[config.mk]
export PLATFORM = sky130hd
export DESIGN_NAME = crcctl_top
export DESIGN_NICKNAME = d
export VERILOG_FILES = /design/src/rtl/crcctl_pkg.sv /design/src/rtl/crcctl_engine.sv /design/src/rtl/crcctl_pacer.sv /design/src/rtl/crcctl_top.sv
export SDC_FILE = /design/constraint.sdc
export NUM_CORES = 1
export LEC_CHECK = 0
export ABC_AREA = 1
export BUFFER_PORTS_ARGS = -buffer_cell sky130_fd_sc_hd__buf_4
export CAP_MARGIN = 20
export CORE_ASPECT_RATIO = 0.75
export CORE_MARGIN = 5
export CORE_UTILIZATION = 50
export DETAILED_ROUTE_END_ITERATION = 10
export PLACE_DENSITY = 0.68
export SLEW_MARGIN = 25
export SYNTH_ARGS = -nofsm -noshare
export SYNTH_HDL_FRONTEND = slang
export SYNTH_HIERARCHICAL = 1
export SYNTH_SLANG_ARGS = --single-unit
[constraint.sdc]
create_clock -name clk -period 10.4 [get_ports clk]
set_input_delay 1.04 -clock clk [delete_from_list [all_inputs] [get_ports clk]]
set_output_delay 1.04 -clock clk [all_outputs]
set_load 0.02 [all_outputs]
[src/rtl/crcctl_pkg.sv]
package crcctl_pkg;

    // ----------------------------------------------------------------
    // register offsets (byte addresses on the peripheral bus)
    // ----------------------------------------------------------------
    localparam logic [7:0] OFF_DMA_IER    = 8'h14;
    localparam logic [7:0] OFF_DMA_IDR    = 8'h18;
    localparam logic [7:0] OFF_DMA_IMR    = 8'h1c;
    localparam logic [7:0] OFF_DMA_ISR    = 8'h20;
    localparam logic [7:0] OFF_COMMAND    = 8'h34;
    localparam logic [7:0] OFF_CONFIG     = 8'h38;
    localparam logic [7:0] OFF_RESULT     = 8'h3c;
    localparam logic [7:0] OFF_ERR_IER    = 8'h40;
    localparam logic [7:0] OFF_ERR_IDR    = 8'h44;
    localparam logic [7:0] OFF_ERR_IMR    = 8'h48;
    localparam logic [7:0] OFF_ERR_ISR    = 8'h4c;

    // ----------------------------------------------------------------
    // field positions and reset values
    // ----------------------------------------------------------------
    localparam int          BIT_ENABLE    = 0;
    localparam int          BIT_COMPARE   = 1;
    localparam int          POLY_LSB      = 2;
    localparam int          DIV_LSB       = 4;
    localparam int          CMD_RELOAD    = 0;
    localparam int          MASK_BIT      = 0;
    localparam logic [7:0]  CONFIG_RESET  = 8'h00;
    localparam logic [31:0] RESULT_INIT   = 32'h0fffffff;

    // ----------------------------------------------------------------
    // polynomials, normal bit order
    // ----------------------------------------------------------------
    localparam logic [31:0] POLY_ETHERNET32  = 32'h04c11db7;
    localparam logic [31:0] POLY_ISCSI32     = 32'h1edc6f41;
    localparam logic [15:0] POLY_SIXTEEN_BIT = 16'h1021;

    typedef enum logic [1:0] {
        SEL_ETHERNET32  = 2'h0,
        SEL_ISCSI32     = 2'h1,
        SEL_SIXTEEN_BIT = 2'h2
    } crcctl_poly_t;

    typedef enum logic [1:0] {
        WIDTH_BYTE = 2'h0,
        WIDTH_HALF = 2'h1,
        WIDTH_WORD = 2'h2
    } crcctl_width_t;

endpackage : crcctl_pkg

[src/rtl/crcctl_engine.sv]
`timescale 1ns/1ps

// one data item folded into the running checksum, lsb first
module crcctl_engine
(
    input  wire logic [31:0] crc_in,    // running checksum
    input  wire logic [31:0] data,      // data item, low bits used
    input  wire logic [1:0]  width,     // item width code
    input  wire logic [1:0]  poly_sel,  // polynomial select
    output logic      [31:0] crc_out    // checksum after the item
);

    function automatic logic [31:0] reflect32(input logic [31:0] v);
        logic [31:0] r;
        r = 32'h0;
        for (int k = 0; k < 32; k++)
            r[k] = v[31 - k];
        return r;
    endfunction : reflect32

    logic [5:0]  nbits;
    logic [31:0] poly_r;
    logic        fb;

    always_comb
    begin
        unique case (width)
            crcctl_pkg::WIDTH_BYTE: nbits = 6'h08;
            crcctl_pkg::WIDTH_HALF: nbits = 6'h10;
            default:                nbits = 6'h20;
        endcase
        unique case (poly_sel)
            crcctl_pkg::SEL_ISCSI32:
                poly_r = reflect32(crcctl_pkg::POLY_ISCSI32);
            crcctl_pkg::SEL_SIXTEEN_BIT:
                poly_r = reflect32({crcctl_pkg::POLY_SIXTEEN_BIT, 16'h0000});
            default:
                poly_r = reflect32(crcctl_pkg::POLY_ETHERNET32);
        endcase
        crc_out = crc_in;
        fb      = 1'b0;
        // bit 0 of the item first, up to its msb
        for (int i = 0; i < 32; i++)
        begin
            if (6'(i) < nbits)
            begin
                fb = crc_out[0] ^ data[i];
                if (poly_sel == crcctl_pkg::SEL_SIXTEEN_BIT)
                    crc_out[15:0] = {1'b0, crc_out[15:1]}
                                  ^ (fb ? poly_r[15:0] : 16'h0000);
                else
                    crc_out = {1'b0, crc_out[31:1]}
                            ^ (fb ? poly_r : 32'h0);
            end
        end
    end

endmodule : crcctl_engine

[src/rtl/crcctl_pacer.sv]
`timescale 1ns/1ps

// one tick every 2^(divider+1) cycles while run is high
module crcctl_pacer
#(
    parameter int DIV_W = 4                 // divider field width
)
(
    input  wire logic             clk,      // bus clock
    input  wire logic             nrst,     // async reset, active low
    input  wire logic             run,      // count while high
    input  wire logic [DIV_W-1:0] divider,  // divider field
    output logic                  tick      // one-cycle request slot
);

    localparam int CW = (1 << DIV_W) + 1;

    logic [CW-1:0] cnt;
    logic [CW-1:0] limit;

    // a new divider value takes effect at once, on the count in progress
    assign limit = (CW'(1) << (32'(divider) + 1)) - CW'(1);
    assign tick  = run && (cnt == limit);

    always_ff @(posedge clk or negedge nrst)
    begin
        if (!nrst)
            cnt <= '0;
        else if (!run || tick)
            cnt <= '0;
        else
            cnt <= cnt + CW'(1);
    end

endmodule : crcctl_pacer

[src/rtl/crcctl_top.sv]
`timescale 1ns/1ps

// Function
// - writing one to dma enable-set bit 0 sets the dma mask bit
// - writing one to dma enable-clear bit 0 clears the dma mask bit
// - dma mask state reads the mask bit, zero after reset
// - dma done flag becomes one when a transfer completes
// - reading the dma done register clears the done flag
// - writing one to command bit 0 reloads the result initial value
// - divider field slows read requests by two to the power field plus one
// - poly select picks ethernet32, iscsi32 or the sixteen bit polynomial
// - compare bit enables comparing final checksum with the reference
// - enable bit permits computation; config resets to zero
// - result register shows the 32-bit checksum, reset to initial value
// - result reads zero while the compare bit is set
// - writing one to error enable-set bit 0 sets the error mask bit
// - writing one to error enable-clear bit 0 clears the error mask bit
// - error mask state reads the mask bit, zero after reset
// - the reader stops when the remaining count reaches zero
// - a compare mismatch sets mismatch status, interrupting if unmasked
// - reading the mismatch status register clears the mismatch flag
// - each data item is processed from lsb to msb
module crcctl_top
#(
    parameter int DIV_W   = 4,              // divider field width
    parameter int COUNT_W = 16              // transfer count width
)
(
    input  wire logic               clk,        // bus clock, 20 MHz
    input  wire logic               nrst,       // async reset, active low
    input  wire logic               psel,       // apb select
    input  wire logic               penable,    // apb access phase
    input  wire logic               pwrite,     // apb write
    input  wire logic [7:0]         paddr,      // apb byte address
    input  wire logic [31:0]        pwdata,     // apb write data
    output logic      [31:0]        prdata,     // apb read data
    output logic                    pready,     // apb ready
    output logic                    pslverr,    // apb error, unmapped
    input  wire logic               xfer_start, // reader starts a buffer
    input  wire logic [COUNT_W-1:0] xfer_count, // items in the buffer
    input  wire logic [1:0]         xfer_width, // item width code
    input  wire logic [31:0]        ref_crc,    // reference checksum
    output logic                    rd_req,     // request one item
    input  wire logic               rd_valid,   // item returned
    input  wire logic [31:0]        rd_data,    // item data
    output logic                    busy,       // transfer in progress
    output logic                    irq         // interrupt request
);

    // ----------------------------------------------------------------
    // bus decode
    // ----------------------------------------------------------------
    logic setup_rd;
    logic access_wr;
    logic access_rd;
    logic mapped;

    assign setup_rd  = psel && !penable && !pwrite;
    assign access_wr = psel && penable && pwrite;
    assign access_rd = psel && penable && !pwrite;
    assign pready    = 1'b1;

    always_comb
    begin
        unique case (paddr)
            crcctl_pkg::OFF_DMA_IER, crcctl_pkg::OFF_DMA_IDR,
            crcctl_pkg::OFF_DMA_IMR, crcctl_pkg::OFF_DMA_ISR,
            crcctl_pkg::OFF_COMMAND, crcctl_pkg::OFF_CONFIG,
            crcctl_pkg::OFF_RESULT,  crcctl_pkg::OFF_ERR_IER,
            crcctl_pkg::OFF_ERR_IDR, crcctl_pkg::OFF_ERR_IMR,
            crcctl_pkg::OFF_ERR_ISR: mapped = 1'b1;
            default:                 mapped = 1'b0;
        endcase
    end

    assign pslverr = psel && penable && !mapped;

    logic wr_dma_ier;
    logic wr_dma_idr;
    logic wr_cmd;
    logic wr_cfg;
    logic wr_err_ier;
    logic wr_err_idr;

    assign wr_dma_ier = access_wr && paddr == crcctl_pkg::OFF_DMA_IER;
    assign wr_dma_idr = access_wr && paddr == crcctl_pkg::OFF_DMA_IDR;
    assign wr_cmd     = access_wr && paddr == crcctl_pkg::OFF_COMMAND;
    assign wr_cfg     = access_wr && paddr == crcctl_pkg::OFF_CONFIG;
    assign wr_err_ier = access_wr && paddr == crcctl_pkg::OFF_ERR_IER;
    assign wr_err_idr = access_wr && paddr == crcctl_pkg::OFF_ERR_IDR;

    // ----------------------------------------------------------------
    // configuration and masks
    // ----------------------------------------------------------------
    logic [7:0]       config_q;
    logic             dma_irq_mask_bit;
    logic             mismatch_irq_mask_bit;
    logic             cfg_enable;
    logic             cfg_compare;
    logic [1:0]       poly_select;
    logic [DIV_W-1:0] divider;

    assign cfg_enable  = config_q[crcctl_pkg::BIT_ENABLE];
    assign cfg_compare = config_q[crcctl_pkg::BIT_COMPARE];
    assign poly_select = config_q[crcctl_pkg::POLY_LSB +: 2];
    assign divider     = config_q[crcctl_pkg::DIV_LSB +: DIV_W];

    always_ff @(posedge clk or negedge nrst)
    begin
        if (!nrst)
            config_q <= crcctl_pkg::CONFIG_RESET;
        else if (wr_cfg)
            config_q <= pwdata[7:0];
    end

    // a set and a clear in one cycle cannot happen: one bus access each
    always_ff @(posedge clk or negedge nrst)
    begin
        if (!nrst)
            dma_irq_mask_bit <= 1'b0;
        else if (wr_dma_ier && pwdata[crcctl_pkg::MASK_BIT])
            dma_irq_mask_bit <= 1'b1;
        else if (wr_dma_idr && pwdata[crcctl_pkg::MASK_BIT])
            dma_irq_mask_bit <= 1'b0;
    end

    always_ff @(posedge clk or negedge nrst)
    begin
        if (!nrst)
            mismatch_irq_mask_bit <= 1'b0;
        else if (wr_err_ier && pwdata[crcctl_pkg::MASK_BIT])
            mismatch_irq_mask_bit <= 1'b1;
        else if (wr_err_idr && pwdata[crcctl_pkg::MASK_BIT])
            mismatch_irq_mask_bit <= 1'b0;
    end

    // ----------------------------------------------------------------
    // transfer sequencer
    // ----------------------------------------------------------------
    typedef enum logic [1:0] {
        ST_IDLE,
        ST_PACE,
        ST_READ,
        ST_FINISH
    } crcctl_state_t;

    crcctl_state_t    state;
    logic [COUNT_W-1:0] remaining_count;
    logic [1:0]       width_q;
    logic             tick;
    logic             take_item;

    assign take_item = state == ST_READ && rd_valid;
    assign rd_req    = state == ST_READ;
    assign busy      = state != ST_IDLE;

    crcctl_pacer #(.DIV_W(DIV_W)) u_pacer
    (
        .clk     (clk),
        .nrst    (nrst),
        .run     (state == ST_PACE && cfg_enable),
        .divider (divider),
        .tick    (tick)
    );

    always_ff @(posedge clk or negedge nrst)
    begin
        if (!nrst)
            state <= ST_IDLE;
        else
        begin
            unique case (state)
                ST_IDLE:
                    if (xfer_start && cfg_enable)
                        state <= (xfer_count == '0) ? ST_FINISH : ST_PACE;
                ST_PACE:
                    if (tick)
                        state <= ST_READ;
                ST_READ:
                    if (rd_valid)
                        state <= (remaining_count == COUNT_W'(1))
                               ? ST_FINISH : ST_PACE;
                ST_FINISH:
                    state <= ST_IDLE;
            endcase
        end
    end

    always_ff @(posedge clk or negedge nrst)
    begin
        if (!nrst)
        begin
            remaining_count <= '0;
            width_q         <= crcctl_pkg::WIDTH_BYTE;
        end
        else if (state == ST_IDLE && xfer_start && cfg_enable)
        begin
            remaining_count <= xfer_count;
            width_q         <= xfer_width;
        end
        else if (take_item)
            remaining_count <= remaining_count - COUNT_W'(1);
    end

    // ----------------------------------------------------------------
    // checksum
    // ----------------------------------------------------------------
    logic [31:0] checksum_result;
    logic [31:0] next_crc;

    crcctl_engine u_engine
    (
        .crc_in   (checksum_result),
        .data     (rd_data),
        .width    (width_q),
        .poly_sel (poly_select),
        .crc_out  (next_crc)
    );

    // reload wins over an item arriving in the same cycle
    always_ff @(posedge clk or negedge nrst)
    begin
        if (!nrst)
            checksum_result <= crcctl_pkg::RESULT_INIT;
        else if (wr_cmd && pwdata[crcctl_pkg::CMD_RELOAD])
            checksum_result <= crcctl_pkg::RESULT_INIT;
        else if (take_item && cfg_enable)
            checksum_result <= next_crc;
    end

    // ----------------------------------------------------------------
    // status flags, cleared on read; a new event wins over the clear
    // ----------------------------------------------------------------
    logic dma_done_status_bit;
    logic mismatch_status_bit;
    logic done_evt;
    logic mismatch_evt;
    logic seen_done;
    logic seen_mismatch;

    assign done_evt     = state == ST_FINISH;
    assign mismatch_evt = done_evt && cfg_compare
                        && checksum_result != ref_crc;

    // only a value that was shown in the setup phase is cleared
    always_ff @(posedge clk or negedge nrst)
    begin
        if (!nrst)
        begin
            seen_done     <= 1'b0;
            seen_mismatch <= 1'b0;
        end
        else if (setup_rd)
        begin
            seen_done     <= dma_done_status_bit;
            seen_mismatch <= mismatch_status_bit;
        end
    end

    always_ff @(posedge clk or negedge nrst)
    begin
        if (!nrst)
            dma_done_status_bit <= 1'b0;
        else if (done_evt)
            dma_done_status_bit <= 1'b1;
        else if (access_rd && paddr == crcctl_pkg::OFF_DMA_ISR
                 && seen_done)
            dma_done_status_bit <= 1'b0;
    end

    always_ff @(posedge clk or negedge nrst)
    begin
        if (!nrst)
            mismatch_status_bit <= 1'b0;
        else if (mismatch_evt)
            mismatch_status_bit <= 1'b1;
        else if (access_rd && paddr == crcctl_pkg::OFF_ERR_ISR
                 && seen_mismatch)
            mismatch_status_bit <= 1'b0;
    end

    assign irq = (dma_done_status_bit && dma_irq_mask_bit)
              || (mismatch_status_bit && mismatch_irq_mask_bit);

    // ----------------------------------------------------------------
    // read data, captured in the setup phase
    // ----------------------------------------------------------------
    logic [31:0] rd_mux;

    always_comb
    begin
        rd_mux = 32'h0;
        unique case (paddr)
            crcctl_pkg::OFF_DMA_IMR: rd_mux[0] = dma_irq_mask_bit;
            crcctl_pkg::OFF_DMA_ISR: rd_mux[0] = dma_done_status_bit;
            crcctl_pkg::OFF_CONFIG:  rd_mux[7:0] = config_q;
            // checksum hidden while compare is on
            crcctl_pkg::OFF_RESULT:
                rd_mux = cfg_compare ? 32'h0 : checksum_result;
            crcctl_pkg::OFF_ERR_IMR: rd_mux[0] = mismatch_irq_mask_bit;
            crcctl_pkg::OFF_ERR_ISR: rd_mux[0] = mismatch_status_bit;
            default:                 rd_mux = 32'h0;
        endcase
    end

    always_ff @(posedge clk or negedge nrst)
    begin
        if (!nrst)
            prdata <= 32'h0;
        else if (setup_rd)
            prdata <= rd_mux;
    end
endmodule : crcctl_top

# == Word-level counts from Yosys, hierarchy flattened ==
# Index checks and enable logic that the tools add are counted.
# word_totals
ff_bits,115
inputBits,129
output_inout_bits,37
elab_cells,405
# classes
n_addsub,4
n_eq_ne,23
bitwise_logic,96
magnitude_cmp,32
n_mux,186
reduce_logical,50
shift,1
# ops
operator,n
two-way mux 32 bit,67
two-way mux 16 bit,98
bitwise XOR 31 x 32 -> 32 bit,32
bitwise XOR 15 x 16 -> 16 bit,32
"less-than comparator 5 x 6 -> 1 bit, first input constant",16
case mux 32 bit (2 select lines),1
"less-than comparator 4 x 6 -> 1 bit, first input constant",8
"== test 8 x 6 -> 1 bit, second input constant",4
"== test 8 x 7 -> 1 bit, second input constant",4
logical AND 1 bit,32
inequality test 32 bit,1
"<< shifter 1 x 32 -> 17 bit, first input constant",1
bitwise XOR 1 bit,32
"== test 8 x 5 -> 1 bit, second input constant",3
"less-than comparator 3 x 6 -> 1 bit, first input constant",4
two-way mux 24 bit,1
"adder 17 x 1 -> 17 bit, second input constant",1
== test 17 bit,1
two-way mux 17 bit,1
"subtractor 17 x 2 -> 17 bit, second input constant",1
"== test 16 x 1 -> 1 bit, second input constant",1
zero test 16 bit,1
"subtractor 16 x 1 -> 16 bit, second input constant",1
case mux 7 bit (2 select lines),1
18 further kinds,48

# == Logic depth before layout (Yosys ltp) ==
# Gate-level depths: netlist of run 1.
# logic_depth
ltp_word,163
mapped_depth,77
depth_no_buf,76

# == Hierarchy ==
# Netlist of run 1, hierarchy kept.
# modules_own_cells
mod,n_inst,area_per_inst_um2,seq_area_each_um2,cells_each
crcctl_engine,1,14945.6,0.0,2933
crcctl_top,1,5276.3,2487.4,682
crcctl_pacer,1,1425.1,425.4,231

# == Worst setup path after synthesis of run 1 ==
# Ideal clock, no wire load.
# synth_path
path_type,input to register
startpoint,input port rd_data[3]
endpoint,register checksum_result[9]
required_ns,10.319
cell_stages,67
path_buffers,2
setup_ns,0.081
arrival_ns,6.509
path_slack_ns,3.810
cell_sequence,inv_1 nand2_1 nand2_2 inv_2 nand2_1 nand2_1 nand2_2 inv_1 nand2_1 nand2_1 nand2_1 nand2_1 nand2_1 buf_4 nand3_1 nand2_2 nand2_4 inv_4 (+31 left out) nand2_1 nand2_1 nand2_1 nand2_1 nand2_1 nand2_1 nand2_2 nand2_2 buf_6 nand3_1 nand2_2 xor2_2 xor2_1 nor2_1 o21ai_1 inv_1 a21oi_1 o21ai_2
# synth_via
elab_chain_len,147
word_cells_on_any_way,227
classes_between,140 x mux; 87 x bitwise
# synth_rtl
item,line_no,rtl
start: declaration,crcctl_top.sv:45,"input wire logic [31:0] rd_data,"
bitwise XOR 1 bit (*),crcctl_engine.sv:47,fb = crc_out[0] ^ data[i];
two-way mux 32 bit or two-way mux 16 bit (tied branches),"crcctl_engine.sv:53, crcctl_engine.sv:50",
bitwise XOR 31 x 32 -> 32 bit or bitwise XOR 15 x 16 -> 16 bit (tied branches),"crcctl_engine.sv:53, crcctl_engine.sv:50",
two-way mux 16 bit,crcctl_engine.sv:48,if (poly_sel == crcctl_pkg::SEL_SIXTEEN_BIT)
two-way mux 32 bit (*),crcctl_engine.sv:45,if (6'(i) < nbits)
bitwise XOR 1 bit,crcctl_engine.sv:47,
two-way mux 32 bit or two-way mux 16 bit (tied branches),"crcctl_engine.sv:53, crcctl_engine.sv:50",
bitwise XOR 31 x 32 -> 32 bit or bitwise XOR 15 x 16 -> 16 bit (tied branches),"crcctl_engine.sv:53, crcctl_engine.sv:50",
(+132 left out),n/a,
bitwise XOR 1 bit,crcctl_engine.sv:47,
two-way mux 32 bit or two-way mux 16 bit (tied branches),"crcctl_engine.sv:53, crcctl_engine.sv:50",
bitwise XOR 31 x 32 -> 32 bit or bitwise XOR 15 x 16 -> 16 bit (tied branches),"crcctl_engine.sv:53, crcctl_engine.sv:50",
two-way mux 16 bit,crcctl_engine.sv:48,
two-way mux 32 bit (*),crcctl_engine.sv:45,
named net next_crc[9],crcctl_top.sv:209,logic [31:0] next_crc;
two-way mux 32 bit (*),crcctl_top.sv:227,else if (take_item && cfg_enable)
two-way mux 32 bit (*),crcctl_top.sv:225,else if (wr_cmd && pwdata[crcctl_pkg::CMD_RELOAD])
end signal: assignment,crcctl_top.sv:224,checksum_result <= crcctl_pkg::RESULT_INIT;
end signal: assignment,crcctl_top.sv:226,checksum_result <= crcctl_pkg::RESULT_INIT;
end signal: assignment,crcctl_top.sv:228,checksum_result <= next_crc;
end: declaration,crcctl_top.sv:208,logic [31:0] checksum_result;
# The timed path passes the listed nets; every way through them passes the cells marked *. The select of a mux whose other input is x is not followed.
# A chain may end at the register's enable or synchronous reset.

# == Worst setup path after layout of run 1 ==
# layout_path
startpoint,register config_q[3]
endpoint,register checksum_result[9]
# layout_via
elab_chain_len,160
word_cells_on_any_way,253
classes_between,2 x eq/ne; 156 x mux; 95 x bitwise
# layout_rtl
item,line_no,rtl
start: declaration,crcctl_top.sv:95,logic [7:0] config_q;
start signal: assignment,crcctl_top.sv:111,config_q <= crcctl_pkg::CONFIG_RESET;
start signal: assignment,crcctl_top.sv:113,config_q <= pwdata[7:0];
== test 2 bit,"crcctl_engine.sv:32, crcctl_engine.sv:48",
two-way mux 16 bit,crcctl_engine.sv:48,
two-way mux 32 bit,crcctl_engine.sv:45,
bitwise XOR 1 bit,crcctl_engine.sv:47,
two-way mux 32 bit or two-way mux 16 bit (tied branches),"crcctl_engine.sv:53, crcctl_engine.sv:50",
bitwise XOR 31 x 32 -> 32 bit or bitwise XOR 15 x 16 -> 16 bit (tied branches),"crcctl_engine.sv:53, crcctl_engine.sv:50",
two-way mux 16 bit,crcctl_engine.sv:48,
two-way mux 32 bit,crcctl_engine.sv:45,
(+145 left out),n/a,
bitwise XOR 1 bit,crcctl_engine.sv:47,
two-way mux 32 bit or two-way mux 16 bit (tied branches),"crcctl_engine.sv:53, crcctl_engine.sv:50",
bitwise XOR 31 x 32 -> 32 bit or bitwise XOR 15 x 16 -> 16 bit (tied branches),"crcctl_engine.sv:53, crcctl_engine.sv:50",
two-way mux 16 bit,crcctl_engine.sv:48,
two-way mux 32 bit (*),crcctl_engine.sv:45,
named net next_crc[9],crcctl_top.sv:209,
two-way mux 32 bit (*),crcctl_top.sv:227,
two-way mux 32 bit (*),crcctl_top.sv:225,
# Marked as above.

==> results of run 1 <==
worst max-delay path, delay by kind of cell, from the launching register on:
family | cells | cell delay [ns]
AND/OR/NAND/NOR | 48 | 6.32
buffers and inverters | 9 | 1.23
AO/OA/AOI/OAI | 3 | 0.51
adder cells (fa/ha/maj) | 1 | 0.45
flip-flops | 1 | 0.44
XOR/XNOR | 2 | 0.40
final timing paths:
check | start | to | slack, ns | cells after the start
max in group asynchronous | nrst | width_q[1] | 8.44 | 2
min in group asynchronous | nrst | remaining_count[11] | 0.60 | 1
setup reg to reg | config_q[3] | checksum_result[9] | 0.93 | 63
hold / removal | u_pacer/cnt[0] | u_pacer/cnt[0] | 0.49 | 1
setup / recovery | config_q[3] | checksum_result[9] | 0.93 | 63
hold reg to reg | u_pacer/cnt[0] | u_pacer/cnt[0] | 0.49 | 1
kinds of logic after synthesis:
group / Yosys count / share of synthesized area (%)
AO/OA/AOI/OAI: 368 / 9.44
XOR/XNOR: 282 / 11.7
adder cells (fa/ha/maj): 8 / 0.462
other: 2 / 0.0347
flip-flops: 115 / 13.5
AND/OR/NAND/NOR: 2521 / 53.7
buffers and inverters: 550 / 11.3
final cells by class:
| class | instances | area (um^2) |
|---|---|---|
| antenna | 1 | 2.50 |
| inverter | 425 | 1620 |
| tap | 578 | 723 |
| clock buffer | 19 | 453 |
| multi-input combinational | 3181 | 16300 |
| clock inverter | 13 | 146 |
| fill | 4621 | 19700 |
| timing repair buffer | 171 | 1280 |
| sequential | 115 | 2910 |
power by group:
| part | internal (uW) | switching [uW] |
|---|---|---|
| Combinational | 1320 | 2930 |
| Clock | 368 | 226 |
| Sequential | 504 | 51.9 |
| Total | 2200 | 3210 |
sequential cells by signal, indices dropped and copies added (netlist names), 2 cells and up:
register	count
checksum_result	32
prdata	32
u_pacer/cnt	17
config_q	8
state	2
width_q	2
remaining_count	16
metal layers:
metal / GRT usage, % / vias to the layer above
met2: 49.2 / 1379
met4: 7.93 / 0
li1: - / 12400
met3: 7.61 / 152
met1: 49.5 / 11600
met5: 0 / -
through the flow:
stage	hold WS [ns]	power [uW]	instance area, um^2	std cells
2_1_floorplan	0.450	3640	21600	3846
5_1_grt	0.508	5860	23500	4503
4_1_cts	0.489	5270	23500	4502
3_3_place_gp	0.478	4610	22900	4470
6_report	0.488	5400	23500	4503
3_5_place_dp	0.482	4660	22900	4470
layout by cell type, fill, tap and decap left out, types with 6 or more instances in the layout:
cell and n:
nand2_1 1418, nand3_1 568, inv_1 359, nor2_1 218, xor2_1 203, buf_4 171
o21ai_0 139, a21oi_1 98, dfrtp_1 86, xnor2_1 73, nand2_2 65, o21ai_1 64
nand4_1 56, inv_2 53, nand3_2 37, nand2_4 31, dfstp_2 28, nand3b_1 26
nor2_4 25, nor2_2 21, or2_2 18, clkbuf_16 17, o211ai_1 14, nor2_8 12
o21ai_2 11, nor3_1 9, or2_1 8, o22ai_1 7, clkinv_1 6, o211ai_2 6
inv_4 6, a31oi_1 6
==> results_dict.tcl, run 1 <==
set metrics [dict create \
    cpMostUsedCell "nand2_1" \
    critPathLaunchType "register" \
    syn_to_final_growth_pct 8.36 \
    io_pins 166 \
    ctsResizeCount 0 \
    clk_pin_slew_ns 0.06 \
    met2_length_um 33400 \
    h-tree-depth 4 \
    worst_pin_slew_ns 0.907 \
    viasPerCell 5.67 \
    yosys_warnings 6 \
    grt_use_total_pct 33.4 \
    hp-class "register to register" \
    synth_edf_count 0 \
    critPathKind "register to register" \
    numCtsBuffers 17 \
    gp_congestion 0.989 \
    final_core_util_pct 54.4 \
    synth.area.top_cells "nand2_1 (25%), nand3_1 (13%), dfrtp_1 (10%), xor2_1 (8.2%), inv_1 (6.3%)" \
    syn_area_per_cell_um2 5.63 \
    grt_pass1_vias 22300 \
    slowest_stage "nor2_4" \
    syn_area_um2 21600 \
    async_reset_ff_share_pct 100 \
    fp.dieW_um 250 \
    dr_wl_met3_um 10600 \
    hpwlAfterDp_um 64800 \
    synth.most_common_cell "nand2_1" \
    cap_violations 0 \
    arrival_ns 9.80 \
    die-area_um2 47600 \
    rsz0062_at_grt "false" \
    hold_violations 0 \
    yosys.area.top_type_share_pct 24.6 \
    slew-limit-headroom_pct 39.3 \
    top_layer "met4" \
    drt-initial-drc-count 3064 \
    p_leak_uw 0.0126 \
    antenna_left 0 \
    critPathRequiredTime_ns 10.73 \
    clockBufferDepth 2 \
    wl_met1_um 36300 \
    drt-total-wl_um 82600 \
    timing.final.crit_share_pct 91.1 \
    port_buffers 140 \
    grt_pass1_wl_um 128000 \
    post_drt_wl_per_cell_um 18.3 \
    syn-num-nets 3983 \
    setup_viol 0 \
    start_util_pct 50.2 \
    synth_seq_cells 115 \
    setup_ws_ns 0.930 \
    cp_max_fo 20 \
    vias 25600 \
    drt_first_pass_iters 7 \
    synth_area_leader_cell "nand2_1" \
    die_h_um 190 \
    ir_drop_uv 144 \
    synth.distinct_cells 56 \
    power_density_nw_per_um2 230 \
    seq_area_frac_synth_pct 13.5 \
    clk_latency_ns 0.42 \
    status "finished clean" \
    hold_buffers 0 \
    grt_overflow 0 \
    skew_ns 0.0143 \
    clock-sinks 115 \
    fin_crit_ns 9.47 \
    place_ws_ns 1.08 \
    yosys_most_used_dff "dfrtp_1" \
    netlist_instances 3846 \
    drc 0 \
    antenna_found_initial 1 \
    cts_tree "built" \
    grt_max_degree 72 \
    slowest_delay_ns 0.47 \
    fmax_mhz 106 \
    maxSlewViolCount 0 \
    coreArea_um2 43100 \
    critPathCaptureType "register" \
    final_layout_size_suffix_gt1_share_pct 13.6 \
    rows 66 \
    nNetsFinal 4048 \
    post_cts_buffers 0 \
    netlist_top_cells_count "nand2_1 (1,418), nand3_1 (568), inv_1 (362)" \
    final.setup.tns_ns 0 \
    clock_tree.root_cell "clkbuf_16" \
]
Power figures use the tool's default switching activity.
==> run 2: changes to the inputs <==
--- a/config.mk
+++ b/config.mk
@@ -5,7 +5,6 @@
 export SDC_FILE = /design/constraint.sdc
 export NUM_CORES = 1
 export LEC_CHECK = 0
-export ABC_AREA = 1
 export BUFFER_PORTS_ARGS = -buffer_cell sky130_fd_sc_hd__buf_4
 export CAP_MARGIN = 20
 export CORE_ASPECT_RATIO = 0.75
@@ -13,6 +12,7 @@
 export CORE_UTILIZATION = 50
 export DETAILED_ROUTE_END_ITERATION = 10
 export PLACE_DENSITY = 0.68
+export REMOVE_ABC_BUFFERS = 1
 export SLEW_MARGIN = 25
 export SYNTH_ARGS = -nofsm -noshare
 export SYNTH_HDL_FRONTEND = slang
==> run 2 against run 1 <==
  * Synthesized area decreased by 2.8%
  * Fmax decreased by 5.9%
  * Sequential cell count unchanged
  * Non-clock buffer count increased by 109
  * Critical path depth decreased by 32
  * Clock power increased by 2%
  * Final cell count decreased by 24%
  * Count of clock-buffer cells in the layout decreased by 2
  * Sequential power decreased by 17%
  * Global-route usage increased by 3.8 points
==> results_dict.tcl, run 2 <==
set metrics [dict create \
    status "finished clean" \
    synth.most_common_cell "xnor2_1" \
    drt-total-wl_um 89500 \
    arrival_ns 10.44 \
    ctsResizeCount 0 \
    final_layout_size_suffix_gt1_share_pct 16.6 \
    grt_overflow 0 \
    io_pins 166 \
    yosys_warnings 6 \
    gp_congestion 1.01 \
    drt-initial-drc-count 3110 \
    reg_top3 "checksum_result (32), prdata (32), u_pacer/cnt (17)" \
    postPlaceCellArea_um2 23100 \
    die-area_um2 46300 \
    antenna_found_initial 4 \
    grt_pass1_wl_um 133000 \
    ir_drop_uv 117 \
    timing.final.crit_share_pct 96.8 \
    crit_family "compound AO/OA/AOI/OAI gates" \
    clk_pin_slew_ns 0.06 \
    synth_edf_count 0 \
    post_drt_wl_per_cell_um 26.1 \
    port_buffers 140 \
    synth.area.top_cells "xnor2_1 (15%), dfrtp_1 (10%), xnor3_1 (7.6%), nand2_1 (5.7%), xor2_1 (5.7%)" \
    setup_viol 0 \
    grt_max_degree 85 \
    grt_pass1_vias 21000 \
    slew-limit-headroom_pct 27.0 \
    start_util_pct 50.3 \
    cp_max_fo 12 \
    hpwlAfterDp_um 69100 \
    drc 0 \
    cts_tree "built" \
    critPathRequiredTime_ns 10.77 \
    slowest_stage "xnor3_1" \
    cpMostUsedCell "buf_4" \
    worst_pin_slew_ns 1.09 \
    fin_crit_ns 10.07 \
    yosys_most_used_dff "dfrtp_1" \
    slowest_delay_ns 0.57 \
    clock-sinks 115 \
    rows 65 \
    maxSlewViolCount 0 \
    vias 22700 \
    critPathLaunchType "input pin" \
    synth.distinct_cells 124 \
    netlist_top_cells_count "xnor2_1 (366), nand2_1 (318), nor2_1 (245)" \
    nNetsFinal 2988 \
    most-common-layout-cells "xnor2_1 (366), nand2_1 (317), buf_4 (279)" \
    clk_latency_ns 0.43 \
    skew_ns 0.0107 \
    syn_area_per_cell_um2 7.69 \
    final_core_util_pct 56.8 \
    n_fill_cell 4000 \
    netlist_instances 2736 \
    numCtsBuffers 17 \
    synth_area_leader_cell "xnor2_1" \
    fp.dieW_um 247 \
    hold_violations 0 \
    post_cts_buffers 0 \
    drt_first_pass_iters 8 \
    syn_area_um2 21000 \
    yosys.area.top_type_share_pct 15.2 \
    critPathKind "input pin to register" \
    final.setup.tns_ns 0 \
    h-tree-depth 4 \
    coreArea_um2 41800 \
    die_h_um 188 \
    crit_buf_inv 4 \
    layout_commonest_cell "xnor2_1" \
    cap_violations 0 \
    critPathCaptureType "register" \
    async_reset_ff_share_pct 100 \
    postLayoutCellArea_um2 23700 \
    hold_buffers 0 \
    grt_use_total_pct 37.2 \
    viasPerCell 6.61 \
    synth_seq_cells 115 \
    power_density_nw_per_um2 112 \
    clock_tree.root_cell "clkbuf_16" \
    rsz0062_at_grt "false" \
    clockBufferDepth 2 \
    hp-class "register to register" \
    p_leak_uw 0.0100 \
    fmax_mhz 99.3 \
    syn_to_final_growth_pct 12.8 \
    antenna_left 0 \
    seq_area_frac_synth_pct 13.8 \
]
run 2: cell types whose count changed after synthesis, moves of 49 or more:
cell | previous run | this run
clkbuf_1 | 38 | 124
nand2_1 | 1418 | 318
inv_2 | 50 | 1
nor3_1 | 9 | 78
nand3_1 | 568 | 111
xnor2_1 | 73 | 366
xor2_1 | 203 | 136
xnor3_1 | 2 | 71
nand2_2 | 65 | 0
inv_1 | 362 | 29
run 2: layer usage:
| layer | up-vias | GRT usage (%) | routed length, um |
|---|---|---|---|
| met5 | - | 0 | 0 |
| met4 | 0 | 7.89 | 1980 |
| met3 | 131 | 9.15 | 12100 |
| met2 | 1504 | 51.1 | 35800 |
| met1 | 11000 | 58.2 | 39600 |
| li1 | 10100 | - | - |
run 2: worst paths after layout:
| check | cells past startpoint | start | end | slack [ns] |
|---|---|---|---|---|
| hold / removal | 2 | prdata[3] | prdata[3] | 0.47 |
| min in group asynchronous | 1 | nrst | u_pacer/cnt[14] | 0.55 |
| hold reg to reg | 2 | prdata[3] | prdata[3] | 0.47 |
| setup / recovery | 31 | rd_data[0] | checksum_result[6] | 0.33 |
| max in group asynchronous | 2 | nrst | width_q[1] | 8.70 |
| setup reg to reg | 30 | config_q[2] | checksum_result[6] | 0.39 |
run 2: cells by family (layout without fill, tap and decap cells):
kind of cell             count (synthesis)  in the layout  synth area share (%)
AND/OR/NAND/NOR                       1077           1077                  25.6
AO/OA/AOI/OAI                          648            648                  21.2
XOR/XNOR                               596            596                  30.8
buffers and inverters                  216            344                  4.37
flip-flops                             115            115                  13.8
multiplexers                            74             74                  3.78
adder cells (fa/ha/maj)                  8              8                 0.476
other                                    2              5                0.0357
run 2: through the flow:
stage | cells | hold slack [ns] | setup WS, ns | power (uW)
after floorplan | 2552 | 0.463 | -1.48 | 1540
after global placement | 3401 | 0.461 | 0.336 | 1990
after detailed placement | 3401 | 0.466 | 0.246 | 2000
after CTS | 3433 | 0.481 | 0.678 | 2610
after global routing | 3433 | 0.515 | 0.0837 | 2760
final | 3436 | 0.473 | 0.332 | 2670
run 2: layout make-up:
class	instances	area [um^2]	share of cell area (%)
Inverter	32	120	0.506
Clock buffer	17	425	1.79
Multi-Input combinational cell	2405	17300	72.8
Timing Repair Buffer	280	2110	8.87
Sequential cell	115	2910	12.3
Antenna cell	3	7.51	0.0316
Clock inverter	15	160	0.675
Tap cell	569	712	3.00
run 2: worst reg2reg max path: cells and delay by family, from the launching register on:
family | cells | cell delay [ns]
compound gates | 8 | 2.61
xor+xnor | 8 | 2.79
fa+ha+maj | 1 | 0.45
buf+inv | 3 | 0.92
flops | 1 | 0.43
mux | 3 | 1.00
simple gates | 7 | 1.77
run 2: power by group:
group	internal (uW)	switching, uW	total (uW)
clock network	341	264	605
logic	679	925	1600
registers	451	7.15	459
